===== config.mk =====
export PLATFORM = sky130hd
export DESIGN_NAME = instrument_bus_dma_handshake
export DESIGN_NICKNAME = d
export VERILOG_FILES = /design/src/core/hs_pkg.sv /design/src/core/instrument_bus_dma_handshake.sv
export SDC_FILE = /design/constraint.sdc
export NUM_CORES = 1
export LEC_CHECK = 0
export BUFFER_PORTS_ARGS = -buffer_cell sky130_fd_sc_hd__buf_2
export CORE_UTILIZATION = 50
export CTS_BUF_LIST = sky130_fd_sc_hd__clkbuf_8 sky130_fd_sc_hd__clkbuf_16
export DETAILED_ROUTE_END_ITERATION = 8
export PLACE_DENSITY_LB_ADDON = 0.1
export SYNTH_ARGS = -nofsm -noshare
export SYNTH_HDL_FRONTEND = slang
export SYNTH_HIERARCHICAL = 1
export SYNTH_SLANG_ARGS = --single-unit

===== constraint.sdc =====
create_clock -name sys_clk -period 4.7 [get_ports sys_clk]
set_clock_uncertainty 0.15 [all_clocks]
set_input_delay 0.705 -clock sys_clk [delete_from_list [all_inputs] [get_ports sys_clk]]
set_output_delay 0.705 -clock sys_clk [all_outputs]
set_load 0.005 [all_outputs]

===== src/core/hs_pkg.sv =====
// Constants for the instrument bus adapter: register map, field bits,
// reset values, bus command codes and handshake states.
// Assumes a single 100 MHz processor clock driving every register.
package hs_pkg;
   // Register indexes, selected by the three select lines
   localparam logic [2:0] REG_INT   = 3'h0;
   localparam logic [2:0] REG_CMD   = 3'h1;
   localparam logic [2:0] REG_ADDR  = 3'h2;
   localparam logic [2:0] REG_AUX   = 3'h3;
   localparam logic [2:0] REG_SW    = 3'h4;
   localparam logic [2:0] REG_SPOLL = 3'h5;
   localparam logic [2:0] REG_PASS  = 3'h6;
   localparam logic [2:0] REG_DATA  = 3'h7;
   // Interrupt status and mask bits
   localparam int ST_BO  = 6;
   localparam int ST_GET = 5;
   localparam int ST_APT = 3;
   localparam int ST_CMD = 2;
   localparam int ST_END = 1;
   localparam int ST_BI  = 0;
   // Command status bits
   localparam int CS_UNDEFINED_ADDRESSED_COMMAND = 7;
   localparam int CS_RLC  = 3;
   localparam int CS_SERIAL_POLL_ACTIVE = 2;
   localparam int CS_DEVICE_CLEAR_ACTIVE = 1;
   localparam int CS_UNDEFINED_UNIVERSAL_COMMAND = 0;
   // Addressing mode bits
   localparam int MD_DSEL = 7;
   localparam int MD_TO   = 6;
   localparam int MD_LO   = 5;
   localparam int MD_HLDA = 2;
   localparam int MD_APTE = 0;
   // Auxiliary command bits
   localparam int AX_SWRST = 7;
   localparam int AX_RFDR  = 6;
   localparam int AX_FGET  = 0;
   localparam logic [7:0] AUX_RST = 8'h80;
   // Bus command codes, seven bits
   localparam logic [6:0] CMD_GET = 7'h08;
   localparam logic [6:0] CMD_SDC = 7'h04;
   localparam logic [6:0] CMD_DCL = 7'h14;
   localparam logic [6:0] CMD_SPE = 7'h18;
   localparam int FIFO_DEPTH = 32;
   localparam int DATA_W     = 8;
   typedef enum logic [2:0] {
      HS_IDLE    = 3'b000,
      HS_L_RDY   = 3'b001,
      HS_L_ACC   = 3'b011,
      HS_L_DONE  = 3'b010,
      HS_T_VALID = 3'b110
   } hs_state_t;
endpackage


===== src/core/instrument_bus_dma_handshake.sv =====
// Processor-side register file, DMA handshake, trigger and bus
// handshakes of an instrument bus adapter, plus its transmit FIFO.
// Assumes the processor bus runs on sys_clk; bus pins are asynchronous.

module tx_fifo #(
   parameter int WIDTH = 8,
   parameter int DEPTH = 32
) (
   input  wire logic             sys_clk,
   input  wire logic             rst,
   input  wire logic             in_valid,
   output logic                  in_ready,
   input  wire logic [WIDTH-1:0] in_data,
   output logic                  out_valid,
   input  wire logic             out_ready,
   output logic      [WIDTH-1:0] out_data
);
   localparam int AW = $clog2(DEPTH);
   if (DEPTH < 2 || (1 << AW) != DEPTH) begin : g_bad_depth
      $error("tx_fifo depth must be a power of two");
   end
   logic [WIDTH-1:0] mem_q [DEPTH];
   logic [AW:0]      wp_q, wp_d, rp_q, rp_d;
   logic             push, pop;

   always_comb begin
      in_ready  = !((wp_q[AW] != rp_q[AW]) && (wp_q[AW-1:0] == rp_q[AW-1:0]));
      out_valid = (wp_q != rp_q);
      out_data  = mem_q[rp_q[AW-1:0]];
      push      = in_valid && in_ready;
      pop       = out_valid && out_ready;
      wp_d      = wp_q + {{AW{1'b0}}, push};
      rp_d      = rp_q + {{AW{1'b0}}, pop};
   end

   always_ff @(posedge sys_clk or posedge rst) begin
      if (rst) begin
         wp_q <= '0;
         rp_q <= '0;
      end else begin
         wp_q <= wp_d;
         rp_q <= rp_d;
      end
   end

   always_ff @(posedge sys_clk) begin
      if (push) begin
         mem_q[wp_q[AW-1:0]] <= in_data;
      end
   end
endmodule // tx_fifo

// Operation
// - Request DMA while byte in or out set
// - Drop DMA request when grant arrives
// - Grant selects data register, ignores select lines
// - Grant inverts read/write meaning
// - Any reset forces trigger low
// - Force-trigger bit holds trigger high
// - GET raises trigger until leaving trigger state
// - Switch read pulses buffer enable low
// - Handshake lines synchronised and debounced
// - Listener starts with RFD, debounced handshake
// - Talker drives DAV on RFD and new byte
// - Talker handshake passes through debounce
// - Fifteen locations from select lines and read/write
// - DAC held low until data read
// - Holdoff blocks new data handshake until released, command bytes still pass
// - Data in and out stores independent
// - Command interrupt sources depend on select bit
// - GET sets its status bit
// - EOI with ATN high sets end bit
// - Primary then secondary offered when passing through
// - Byte-in flag set when data in full
// - Byte-out flag set when byte accepted
// - Reset clears poll and data registers
module instrument_bus_dma_handshake (
   input  wire logic       sys_clk,
   input  wire logic       rst,
   input  wire logic       cs_n,
   input  wire logic       rw,
   input  wire logic [2:0] register_select,
   input  wire logic [7:0] cpu_wdata,
   output logic      [7:0] cpu_rdata,
   output logic            cpu_rdata_oe,
   input  wire logic       dma_grant,
   output logic            dma_request,
   output logic            sync_pulse_output,
   output logic            switch_buffer_enable_n,
   input  wire logic [7:0] switch_in,
   output logic            tx_ready,
   input  wire logic       atn_in,
   input  wire logic       eoi_in,
   input  wire logic       ren_in,
   input  wire logic [7:0] dio_in,
   output logic      [7:0] dio_out,
   output logic            dio_oe,
   input  wire logic       dav_in,
   output logic            dav_out,
   output logic            dav_oe,
   input  wire logic       rfd_in,
   output logic            rfd_out,
   output logic            rfd_oe,
   input  wire logic       dac_in,
   output logic            dac_out,
   output logic            dac_oe
);
   localparam int PW = 22;
   logic [PW-1:0] pin_raw, s1_q, s2_q;
   logic [7:0]    sw_s, dio_s;
   logic          ren_s, eoi_s, atn_s;
   logic [2:0]    hs_s, hs_prev_q, hs_deb_q, hs_deb_d, stable;
   logic          dav_d, rfd_d, dac_d;

   // Pin synchronisers
   assign pin_raw = {switch_in, dio_in, ren_in, eoi_in, atn_in, dav_in, rfd_in, dac_in};
   always_ff @(posedge sys_clk or posedge rst) begin
      if (rst) begin
         // Idle levels: control and handshake lines high, data and switch lines low, no false edge
         s1_q <= {16'h0000, 6'h3f};
         s2_q <= {16'h0000, 6'h3f};
      end else begin
         s1_q <= pin_raw;
         s2_q <= s1_q;
      end
   end
   assign sw_s  = s2_q[21:14];
   assign dio_s = s2_q[13:6];
   assign ren_s = s2_q[5];
   assign eoi_s = s2_q[4];
   assign atn_s = s2_q[3];
   assign hs_s  = s2_q[2:0];

   // Handshake line only moves after two equal samples
   always_comb begin
      stable   = ~(hs_s ^ hs_prev_q);
      hs_deb_d = (stable & hs_s) | (~stable & hs_deb_q);
   end
   always_ff @(posedge sys_clk or posedge rst) begin
      if (rst) begin
         hs_prev_q <= 3'h7;
         hs_deb_q  <= 3'h7;
      end else begin
         hs_prev_q <= hs_s;
         hs_deb_q  <= hs_deb_d;
      end
   end
   assign dav_d = hs_deb_q[2];
   assign rfd_d = hs_deb_q[1];
   assign dac_d = hs_deb_q[0];

   // Processor bus decode
   logic       access, rd_acc, wr_acc, wr_ok, swrst;
   logic [2:0] ridx;
   always_comb begin
      access = dma_grant | ~cs_n;
      ridx   = dma_grant ? hs_pkg::REG_DATA : register_select;
      rd_acc = access & (rw ^ dma_grant);
      wr_acc = access & ~(rw ^ dma_grant);
      wr_ok  = wr_acc & (~swrst | ridx == hs_pkg::REG_AUX | ridx == hs_pkg::REG_SW);
   end

   // Transmit FIFO in front of the data-out store
   logic       fifo_rdy, fifo_v, fifo_pop, push;
   logic [7:0] fifo_data;
   logic       nba_q, nba_d;
   assign push     = wr_ok & ridx == hs_pkg::REG_DATA;
   assign fifo_pop = fifo_v & ~nba_q;
   tx_fifo #(
      .WIDTH(hs_pkg::DATA_W),
      .DEPTH(hs_pkg::FIFO_DEPTH)
   ) u_fifo (
      .sys_clk  (sys_clk),
      .rst      (rst),
      .in_valid (push),
      .in_ready (fifo_rdy),
      .in_data  (cpu_wdata),
      .out_valid(fifo_v),
      .out_ready(~nba_q),
      .out_data (fifo_data)
   );

   hs_pkg::hs_state_t st_q, st_d;
   logic [7:0] mask_q, mask_d, mode_q, mode_d, aux_q, aux_d, addr_q, addr_d;
   logic [7:0] spoll_q, spoll_d, ppoll_q, ppoll_d, din_q, din_d, dout_q, dout_d;
   logic [7:0] cpt_q, cpt_d, stat_q, stat_d, cstat_q, cstat_d, rdata_q, rdata_d;
   logic       holdoff_q, holdoff_d, dtas_q, dtas_d, is_cmd_q, is_cmd_d;
   logic       prim_q, prim_d, ren_prev_q, dreq_q, dreq_d, sync_pulse_output_q, sync_pulse_output_d;
   logic       ase_n_q, ase_n_d, rdoe_q, dio_oe_q, dav_oe_q, rfd_oe_q, dac_oe_q;
   logic       rfd_oe_d, dac_oe_d, dav_oe_d, txr_q, lact, tact, cmd_evt;
   logic [6:0] cb;
   logic [7:0] rval;

   assign swrst = aux_q[hs_pkg::AX_SWRST];

   always_comb begin
      mask_d    = mask_q;
      mode_d    = mode_q;
      aux_d     = aux_q;
      addr_d    = addr_q;
      spoll_d   = spoll_q;
      ppoll_d   = ppoll_q;
      din_d     = din_q;
      dout_d    = dout_q;
      cpt_d     = cpt_q;
      stat_d    = stat_q;
      cstat_d   = cstat_q;
      holdoff_d = holdoff_q;
      dtas_d    = dtas_q;
      is_cmd_d  = is_cmd_q;
      prim_d    = prim_q;
      nba_d     = nba_q;
      st_d      = st_q;
      cmd_evt   = 1'b0;
      cb        = dio_s[6:0];
      lact      = ~swrst & (~atn_s | mode_q[hs_pkg::MD_LO]);
      tact      = ~swrst & atn_s & mode_q[hs_pkg::MD_TO];
      // Writes, seven write locations
      if (wr_ok) begin
         case (ridx)
            hs_pkg::REG_INT:   mask_d  = cpu_wdata;
            hs_pkg::REG_ADDR:  mode_d  = cpu_wdata;
            hs_pkg::REG_AUX:   aux_d   = cpu_wdata;
            hs_pkg::REG_SW:    addr_d  = cpu_wdata;
            hs_pkg::REG_SPOLL: spoll_d = cpu_wdata;
            hs_pkg::REG_PASS:  ppoll_d = cpu_wdata;
            default: ;
         endcase
      end
      if (wr_ok && ridx == hs_pkg::REG_AUX && cpu_wdata[hs_pkg::AX_RFDR]) begin
         holdoff_d = 1'b0;
      end
      // Clears by reads and writes, ahead of hardware sets
      if (rd_acc && ridx == hs_pkg::REG_INT) begin
         stat_d[hs_pkg::ST_GET] = 1'b0;
         stat_d[hs_pkg::ST_APT] = 1'b0;
         stat_d[hs_pkg::ST_CMD] = 1'b0;
         stat_d[hs_pkg::ST_END] = 1'b0;
      end
      if (rd_acc && ridx == hs_pkg::REG_CMD) begin
         cstat_d = 8'h00;
      end
      if (rd_acc && ridx == hs_pkg::REG_DATA) begin
         stat_d[hs_pkg::ST_BI] = 1'b0;
      end
      if (push && fifo_rdy) begin
         stat_d[hs_pkg::ST_BO] = 1'b0;
      end
      if (fifo_pop) begin
         dout_d = fifo_data;
         nba_d  = 1'b1;
      end
      if (ren_s != ren_prev_q) begin
         cstat_d[hs_pkg::CS_RLC] = 1'b1;
         cmd_evt = 1'b1;
      end
      case (st_q)
         hs_pkg::HS_IDLE: begin
            if (tact && nba_q && rfd_d) begin
               st_d = hs_pkg::HS_T_VALID;
            end else if (lact && (~atn_s || (~stat_q[hs_pkg::ST_BI] && ~holdoff_q))) begin
               st_d = hs_pkg::HS_L_RDY;
            end
         end
         hs_pkg::HS_L_RDY: begin
            if (!lact) begin
               st_d = hs_pkg::HS_IDLE;
            end else if (!dav_d) begin
               st_d     = hs_pkg::HS_L_ACC;
               is_cmd_d = ~atn_s;
               if (atn_s) begin
                  din_d                 = dio_s;
                  stat_d[hs_pkg::ST_BI] = 1'b1;
                  if (!eoi_s) begin
                     stat_d[hs_pkg::ST_END] = 1'b1;
                  end
                  if (mode_q[hs_pkg::MD_HLDA]) begin
                     holdoff_d = 1'b1;
                  end
               end else begin
                  dtas_d = (cb == hs_pkg::CMD_GET) & ~dtas_q;
                  prim_d = (cb[6:5] == 2'b01 || cb[6:5] == 2'b10)
                           && cb[4:0] == addr_q[4:0];
                  if (cb == hs_pkg::CMD_GET) begin
                     stat_d[hs_pkg::ST_GET] = 1'b1;
                  end else if (cb == hs_pkg::CMD_SPE) begin
                     cstat_d[hs_pkg::CS_SERIAL_POLL_ACTIVE] = 1'b1;
                     cmd_evt = 1'b1;
                  end else if (cb == hs_pkg::CMD_DCL || cb == hs_pkg::CMD_SDC) begin
                     cstat_d[hs_pkg::CS_DEVICE_CLEAR_ACTIVE] = 1'b1;
                     cmd_evt = cmd_evt | ~mode_q[hs_pkg::MD_DSEL];
                  end else if (cb[6:5] == 2'b00) begin
                     if (cb[4]) begin
                        cstat_d[hs_pkg::CS_UNDEFINED_UNIVERSAL_COMMAND] = 1'b1;
                     end else begin
                        cstat_d[hs_pkg::CS_UNDEFINED_ADDRESSED_COMMAND] = 1'b1;
                     end
                     cmd_evt = cmd_evt | ~mode_q[hs_pkg::MD_DSEL];
                  end else if (cb[6:5] == 2'b11 && prim_q && mode_q[hs_pkg::MD_APTE]) begin
                     cpt_d                  = {1'b0, cb};
                     stat_d[hs_pkg::ST_APT] = 1'b1;
                  end
               end
            end
         end
         hs_pkg::HS_L_ACC: begin
            if (is_cmd_q || (rd_acc && ridx == hs_pkg::REG_DATA)) begin
               st_d = hs_pkg::HS_L_DONE;
            end
         end
         hs_pkg::HS_L_DONE: begin
            if (dav_d) begin
               st_d = hs_pkg::HS_IDLE;
            end
         end
         hs_pkg::HS_T_VALID: begin
            if (!tact) begin
               st_d = hs_pkg::HS_IDLE;
            end else if (dac_d) begin
               st_d                  = hs_pkg::HS_IDLE;
               nba_d                 = 1'b0;
               stat_d[hs_pkg::ST_BO] = 1'b1;
            end
         end
         default: st_d = hs_pkg::HS_IDLE;
      endcase
      if (cmd_evt) begin
         stat_d[hs_pkg::ST_CMD] = 1'b1;
      end
      if (swrst) begin
         dtas_d = 1'b0;
      end
      // Outputs
      dreq_d   = (stat_q[hs_pkg::ST_BI] | stat_q[hs_pkg::ST_BO]) & ~dma_grant;
      sync_pulse_output_d   = ~swrst & (aux_q[hs_pkg::AX_FGET] | dtas_q);
      ase_n_d  = ~(rd_acc && ridx == hs_pkg::REG_SW);
      rfd_oe_d = lact & (st_q != hs_pkg::HS_L_RDY);
      dac_oe_d = lact & (st_q != hs_pkg::HS_L_DONE);
      dav_oe_d = (st_q == hs_pkg::HS_T_VALID);
      // Eight read locations
      case (ridx)
         hs_pkg::REG_INT:   rval = {|(stat_q[6:0] & mask_q[6:0]), stat_q[6:0]};
         hs_pkg::REG_CMD:   rval = cstat_q;
         hs_pkg::REG_ADDR:  rval = {1'b0, mode_q[6:5], atn_s, tact, lact, 2'b00};
         hs_pkg::REG_AUX:   rval = {swrst, ~dac_oe_q, dav_d, rfd_d, aux_q[3:0]};
         hs_pkg::REG_SW:    rval = sw_s;
         hs_pkg::REG_SPOLL: rval = spoll_q;
         hs_pkg::REG_PASS:  rval = cpt_q;
         default:           rval = din_q;
      endcase
      rdata_d = rd_acc ? rval : 8'h00;
   end

   always_ff @(posedge sys_clk or posedge rst) begin
      if (rst) begin
         mask_q     <= 8'h00;
         mode_q     <= 8'h00;
         aux_q      <= hs_pkg::AUX_RST;
         addr_q     <= 8'h00;
         spoll_q    <= 8'h00;
         ppoll_q    <= 8'h00;
         din_q      <= 8'h00;
         dout_q     <= 8'h00;
         cpt_q      <= 8'h00;
         stat_q     <= 8'h00;
         cstat_q    <= 8'h00;
         holdoff_q  <= 1'b0;
         dtas_q     <= 1'b0;
         is_cmd_q   <= 1'b0;
         prim_q     <= 1'b0;
         nba_q      <= 1'b0;
         ren_prev_q <= 1'b1;
         st_q       <= hs_pkg::HS_IDLE;
         dreq_q     <= 1'b0;
         sync_pulse_output_q     <= 1'b0;
         ase_n_q    <= 1'b1;
         rdata_q    <= 8'h00;
         rdoe_q     <= 1'b0;
         dio_oe_q   <= 1'b0;
         dav_oe_q   <= 1'b0;
         rfd_oe_q   <= 1'b0;
         dac_oe_q   <= 1'b0;
         txr_q      <= 1'b0;
      end else begin
         mask_q     <= mask_d;
         mode_q     <= mode_d;
         aux_q      <= aux_d;
         addr_q     <= addr_d;
         spoll_q    <= spoll_d;
         ppoll_q    <= ppoll_d;
         din_q      <= din_d;
         dout_q     <= dout_d;
         cpt_q      <= cpt_d;
         stat_q     <= stat_d;
         cstat_q    <= cstat_d;
         holdoff_q  <= holdoff_d;
         dtas_q     <= dtas_d;
         is_cmd_q   <= is_cmd_d;
         prim_q     <= prim_d;
         nba_q      <= nba_d;
         ren_prev_q <= ren_s;
         st_q       <= st_d;
         dreq_q     <= dreq_d;
         sync_pulse_output_q     <= sync_pulse_output_d;
         ase_n_q    <= ase_n_d;
         rdata_q    <= rdata_d;
         rdoe_q     <= rd_acc;
         dio_oe_q   <= tact;
         dav_oe_q   <= dav_oe_d;
         rfd_oe_q   <= rfd_oe_d;
         dac_oe_q   <= dac_oe_d;
         txr_q      <= fifo_rdy;
      end
   end

   assign cpu_rdata              = rdata_q;
   assign cpu_rdata_oe           = rdoe_q;
   assign dma_request            = dreq_q;
   assign sync_pulse_output      = sync_pulse_output_q;
   assign switch_buffer_enable_n = ase_n_q;
   assign tx_ready               = txr_q;
   assign dio_out                = dout_q;
   assign dio_oe                 = dio_oe_q;
   assign dav_out                = ppoll_q[0] & 1'b0;
   assign dav_oe                 = dav_oe_q;
   assign rfd_out                = dav_out;
   assign rfd_oe                 = rfd_oe_q;
   assign dac_out                = dav_out;
   assign dac_oe                 = dac_oe_q;
endmodule // instrument_bus_dma_handshake


==> report_table.html <==
<table>
<tr><th>Metric</th><th>Value</th></tr>
<tr><th colspan="2">Placement</th></tr>
<tr><td>Post-Place Worst Slack</td><td>approximately 0.75 ns</td></tr>
<tr><td>Weighted congestion at the end of routability-driven global placement</td><td>0.8702</td></tr>
<tr><td>Half-perimeter wire length after detailed placement</td><td>22180 um</td></tr>
<tr><td>Port buffer count</td><td>62</td></tr>
<tr><td># placed instances</td><td>1438</td></tr>
<tr><th colspan="2">Critical path</th></tr>
<tr><td>Max Fanout on Critical Path</td><td>33</td></tr>
<tr><td>Cells on worst reg2reg path</td><td>5</td></tr>
<tr><td>Endpoint type of the worst setup path</td><td>register</td></tr>
<tr><td>Start point of the critical path</td><td>register_select[1]</td></tr>
<tr><td>Worst path arrival time</td><td>3.42 ns</td></tr>
<tr><td>Start of the worst register-to-register path</td><td>aux_q[7]</td></tr>
<tr><td>Required arrival time at the worst endpoint</td><td>4.70 ns</td></tr>
<tr><td>Kind of start point of the critical path</td><td>input port</td></tr>
<tr><td>Worst Setup Path Type</td><td>input port to register</td></tr>
<tr><th colspan="2">STA</th></tr>
<tr><td>Clock period minus worst slack</td><td>~3.4 ns</td></tr>
<tr><td>Worst path setup slack after routing</td><td>1.278 ns</td></tr>
<tr><td>Slew of the pin with the lowest slew margin</td><td>1.189 ns</td></tr>
<tr><td>Setup violation total in the final timing report</td><td>0</td></tr>
<tr><td>Final TNS setup</td><td>0 ns</td></tr>
<tr><td>Final hold violation count</td><td>0</td></tr>
<tr><td>Unrepaired setup endpoints after global routing</td><td>false</td></tr>
<tr><td>Relative slew slack</td><td>20.12%</td></tr>
<tr><td>Final period util</td><td>around 73%</td></tr>
<tr><td>Fin. max-slew vios</td><td>0</td></tr>
<tr><td>Hold_ws</td><td>0.08967 ns</td></tr>
<tr><td>Maximum operating frequency</td><td>292.3 MHz</td></tr>
<tr><th colspan="2">GRT</th></tr>
<tr><td>Antenna violations before repair</td><td>0</td></tr>
<tr><td>Vias in the first global route</td><td>approximately 8700</td></tr>
<tr><td>First-pass GRT wire length</td><td>about 54000 um</td></tr>
<tr><td>Remaining global-route overflow</td><td>0</td></tr>
<tr><td>Overall track demand over capacity in global routing</td><td>roughly 22%</td></tr>
<tr><td>Pin count of the biggest net entering global routing</td><td>a little under 90</td></tr>
<tr><th colspan="2">Finish</th></tr>
<tr><td>Fraction of layout cells with a size suffix above 1</td><td>between 20% and 30%</td></tr>
<tr><td>Number of nets at the end of the flow</td><td>between 1000 and 1500</td></tr>
<tr><td>Final-layout fill cell count</td><td>2499</td></tr>
<tr><td>Area added between synthesis and finish</td><td>12.53%</td></tr>
<tr><td>Antenna diodes</td><td>0</td></tr>
<tr><td>Non-filler cells, final</td><td>1516</td></tr>
<tr><th colspan="2">Power</th></tr>
<tr><td>Leakage</td><td>6.914 nW</td></tr>
<tr><td>Power Total</td><td>9.257 mW</td></tr>
<tr><td>Net switching share of the total power</td><td>27.53%</td></tr>
<tr><td>Power density over cell area</td><td>505.8 nW/um^2</td></tr>
<tr><td>Proportion of power drawn by the clock network</td><td>33.6%</td></tr>
<tr><td>Combinational share of power</td><td>19.2%</td></tr>
<tr><td>Fraction of power consumed by sequential logic</td><td>47.2%</td></tr>
<tr><td>Worst VDD drop</td><td>0.3619 mV</td></tr>
<tr><td>Net switching power of the design</td><td>2.548 mW</td></tr>
<tr><td>Internal Power</td><td>6.709 mW</td></tr>
<tr><th colspan="2">CTS</th></tr>
<tr><td>Clock tree buffer depth</td><td>3</td></tr>
<tr><td>Cts repair resizes</td><td>0</td></tr>
<tr><td>CTS Sinks</td><td>407</td></tr>
<tr><td>Number of buffers created by CTS</td><td>42</td></tr>
<tr><td>Clock transition at the registers of the reported paths</td><td>0.06 ns</td></tr>
<tr><td>Hold-fix buffers, CTS</td><td>0</td></tr>
<tr><td>Root cell of the clock tree</td><td>clkbuf_16</td></tr>
<tr><td>Deepest level of the CTS H-tree</td><td>2</td></tr>
<tr><td>Buffer count from post-CTS setup fixing</td><td>0</td></tr>
<tr><td>Clk_lat worst skew</td><td>between 0.5 and 0.6 ns</td></tr>
<tr><td>CTS tree</td><td>built</td></tr>
<tr><th colspan="2">Synthesis</th></tr>
<tr><td>Synthesized flop and latch total</td><td>407</td></tr>
<tr><td>Post-Synthesis Cell Area</td><td>16270 sq um</td></tr>
<tr><td>Sequential-to-total area share from yosys stat</td><td>70.65%</td></tr>
<tr><td>Cell taking the most area after synthesis</td><td>edfxtp_1</td></tr>
<tr><td>Synth Warn #</td><td>6</td></tr>
<tr><td>Async S/R FF share, synth</td><td>37.10%</td></tr>
<tr><td>Top-count cell post-synth</td><td>edfxtp_1</td></tr>
<tr><td>Average instance area after synthesis</td><td>16.86 sq um</td></tr>
<tr><td>Top cell type's share of synthesized area</td><td>between 40 and 50%</td></tr>
<tr><td>Top cells by area, synth</td><td>edfxtp_1 47%, dfrtp_1 20%, mux2i_1 3.6%</td></tr>
<tr><td>List of most frequent post-synthesis cells</td><td>256 x edfxtp_1, 130 x dfrtp_1, 58 x mux2i_1</td></tr>
<tr><td>Post-synthesis instance total</td><td>965</td></tr>
<tr><td>Dominant synthesized flop cell</td><td>edfxtp_1</td></tr>
<tr><td>Netlist cell types</td><td>70</td></tr>
<tr><td>EDFF count, synth</td><td>256</td></tr>
<tr><th colspan="2">Floorplan</th></tr>
<tr><td>Vertical die dimension</td><td>roughly 180 um</td></tr>
<tr><td>Initial Utilization</td><td>51.15%</td></tr>
<tr><td>Die ar.</td><td>33260 sq um</td></tr>
<tr><td>Number of placed I/O pins</td><td>66</td></tr>
<tr><td>Area inside the core boundary</td><td>31800 sq um</td></tr>
<tr><td>Horiz. Die Dim</td><td>approximately 180 um</td></tr>
<tr><td>Number of core rows</td><td>65</td></tr>
<tr><th colspan="2">Route</th></tr>
<tr><td>DRT Pass-1 Iters</td><td>9</td></tr>
<tr><td>Drt total wl</td><td>between 30000 and 40000 um</td></tr>
<tr><td>Post-detailed-route DRC marker count</td><td>0</td></tr>
<tr><td>Vias after detailed routing</td><td>8706</td></tr>
<tr><td>Antenna Nets Post-Route</td><td>0</td></tr>
<tr><td>WL/cell</td><td>between 20 and 25 um</td></tr>
<tr><td>Starting DRC count in detailed routing</td><td>868</td></tr>
<tr><td>Via count normalized by instance count</td><td>5.743</td></tr>
<tr><th colspan="2">Status</th></tr>
<tr><td>Status</td><td>complete, no violations</td></tr>
<tr><th colspan="2">Run</th></tr>
<tr><td>Max Cap Violations</td><td>0</td></tr>
<tr><th colspan="2">Worst hold path</th></tr>
<tr><td>Kind of path behind the tightest hold check</td><td>input port to async pin</td></tr>
</table>
[layer usage]
layer / GRT usage (%) / vias to the layer above / wire [um]
met4: 7.395 / 0 / 955
met5: 0 / - / 0
met3: 3.093 / 57 / 1828
li1: - / 3934 / -
met2: 34.79 / 279 / 16880
met1: 31.31 / 4436 / 15390
[sequential cells by signal, indices dropped and copies added, names as in the netlist, 7 cells and up, named ones only]
signal and flops:
s2_q 22, din_q 8, cpu_rdata 8, spoll_q 8
u_fifo/mem_q 256, s1_q 22, dio_out 8, cpt_q 7
[power groups by stage]
| stage | Sequential [mW] | Combinational, mW | Clock, mW |
|---|---|---|---|
| after floorplan | 4.31 | 1.43 | 0 |
| after global placement | 4.44 | 1.78 | 0 |
| after detailed placement | 4.44 | 1.79 | 0 |
| after CTS | 4.37 | 1.80 | 3.19 |
| after global routing | 4.41 | 1.91 | 3.34 |
| final | 4.37 | 1.77 | 3.11 |
[worst max-delay path: stages]
cell	delay [ns]
buf_2	0.44
a31oi_1	0.41
nor2_1	0.28
inv_1	0.07
a31o_2	0.46
nor3_1	1.04
[area by class of cell]
cell class	count	area, sq um	share of cell area [%]
Clock buffer	47	1142	6.241
Clock inverter	31	177.7	0.9707
Inverter	16	65.06	0.3555
Multi-Input combinational cell	490	4357	23.80
Sequential cell	407	11500	62.81
Tap cell	435	544.3	2.974
Timing Repair Buffer	90	520.5	2.844
[per-stage QoR]
stage,util [%],area (sq um)
after floorplan,-,16270
after global routing,57.56,18300
after global placement,53.41,16980
final,57.56,18300
after detailed placement,53.41,16980
after CTS,57.56,18300
[cell families after synthesis]
kind of cell    count (synthesis)  synth area share [%]
compound gates                145                 6.062
xor+xnor                       20                 1.077
fa+ha+maj                      10                0.7231
buf+inv                        70                 2.608
flops                         407                 70.65
mux                           153                 13.40
other cells                     1               0.02305
simple gates                  159                 5.454
[cells in the final DEF, fill, tap and decap left out, drive strengths merged, types with 5 or more instances in the layout]
cell and instances:
edfxtp 256, dfrtp 130, buf 90, mux2i 58, mux2 56, clkbuf 47
mux4 39, nor3 35, inv 32, a21oi 31, o21ai 26, nor2 23
dfstp 21, nand3 20, a22oi 19, nand2 18, xor2 14, clkinv 13
nor2b 11, nand2b 11, o221ai 11, a31oi 9, o22ai 9, a211oi 8
a221oi 8, nand3b 7, ha 7, xnor2 6, or3 6, nor4 6
or3b 5
[path summary, 6_finish.rpt]
kind,end,slack (ns)
worst max-delay path,u_fifo/mem_q[12][0],1.28
worst min-delay path,u_fifo/wp_q[0],0.09
worst max register to register,u_fifo/mem_q[12][0],1.71
worst min register to register,s2_q[15],0.19
max in group asynchronous,spoll_q[6],3.33
min in group sys_clk,s1_q[1],0.12
Power figures use the tool's default switching activity.
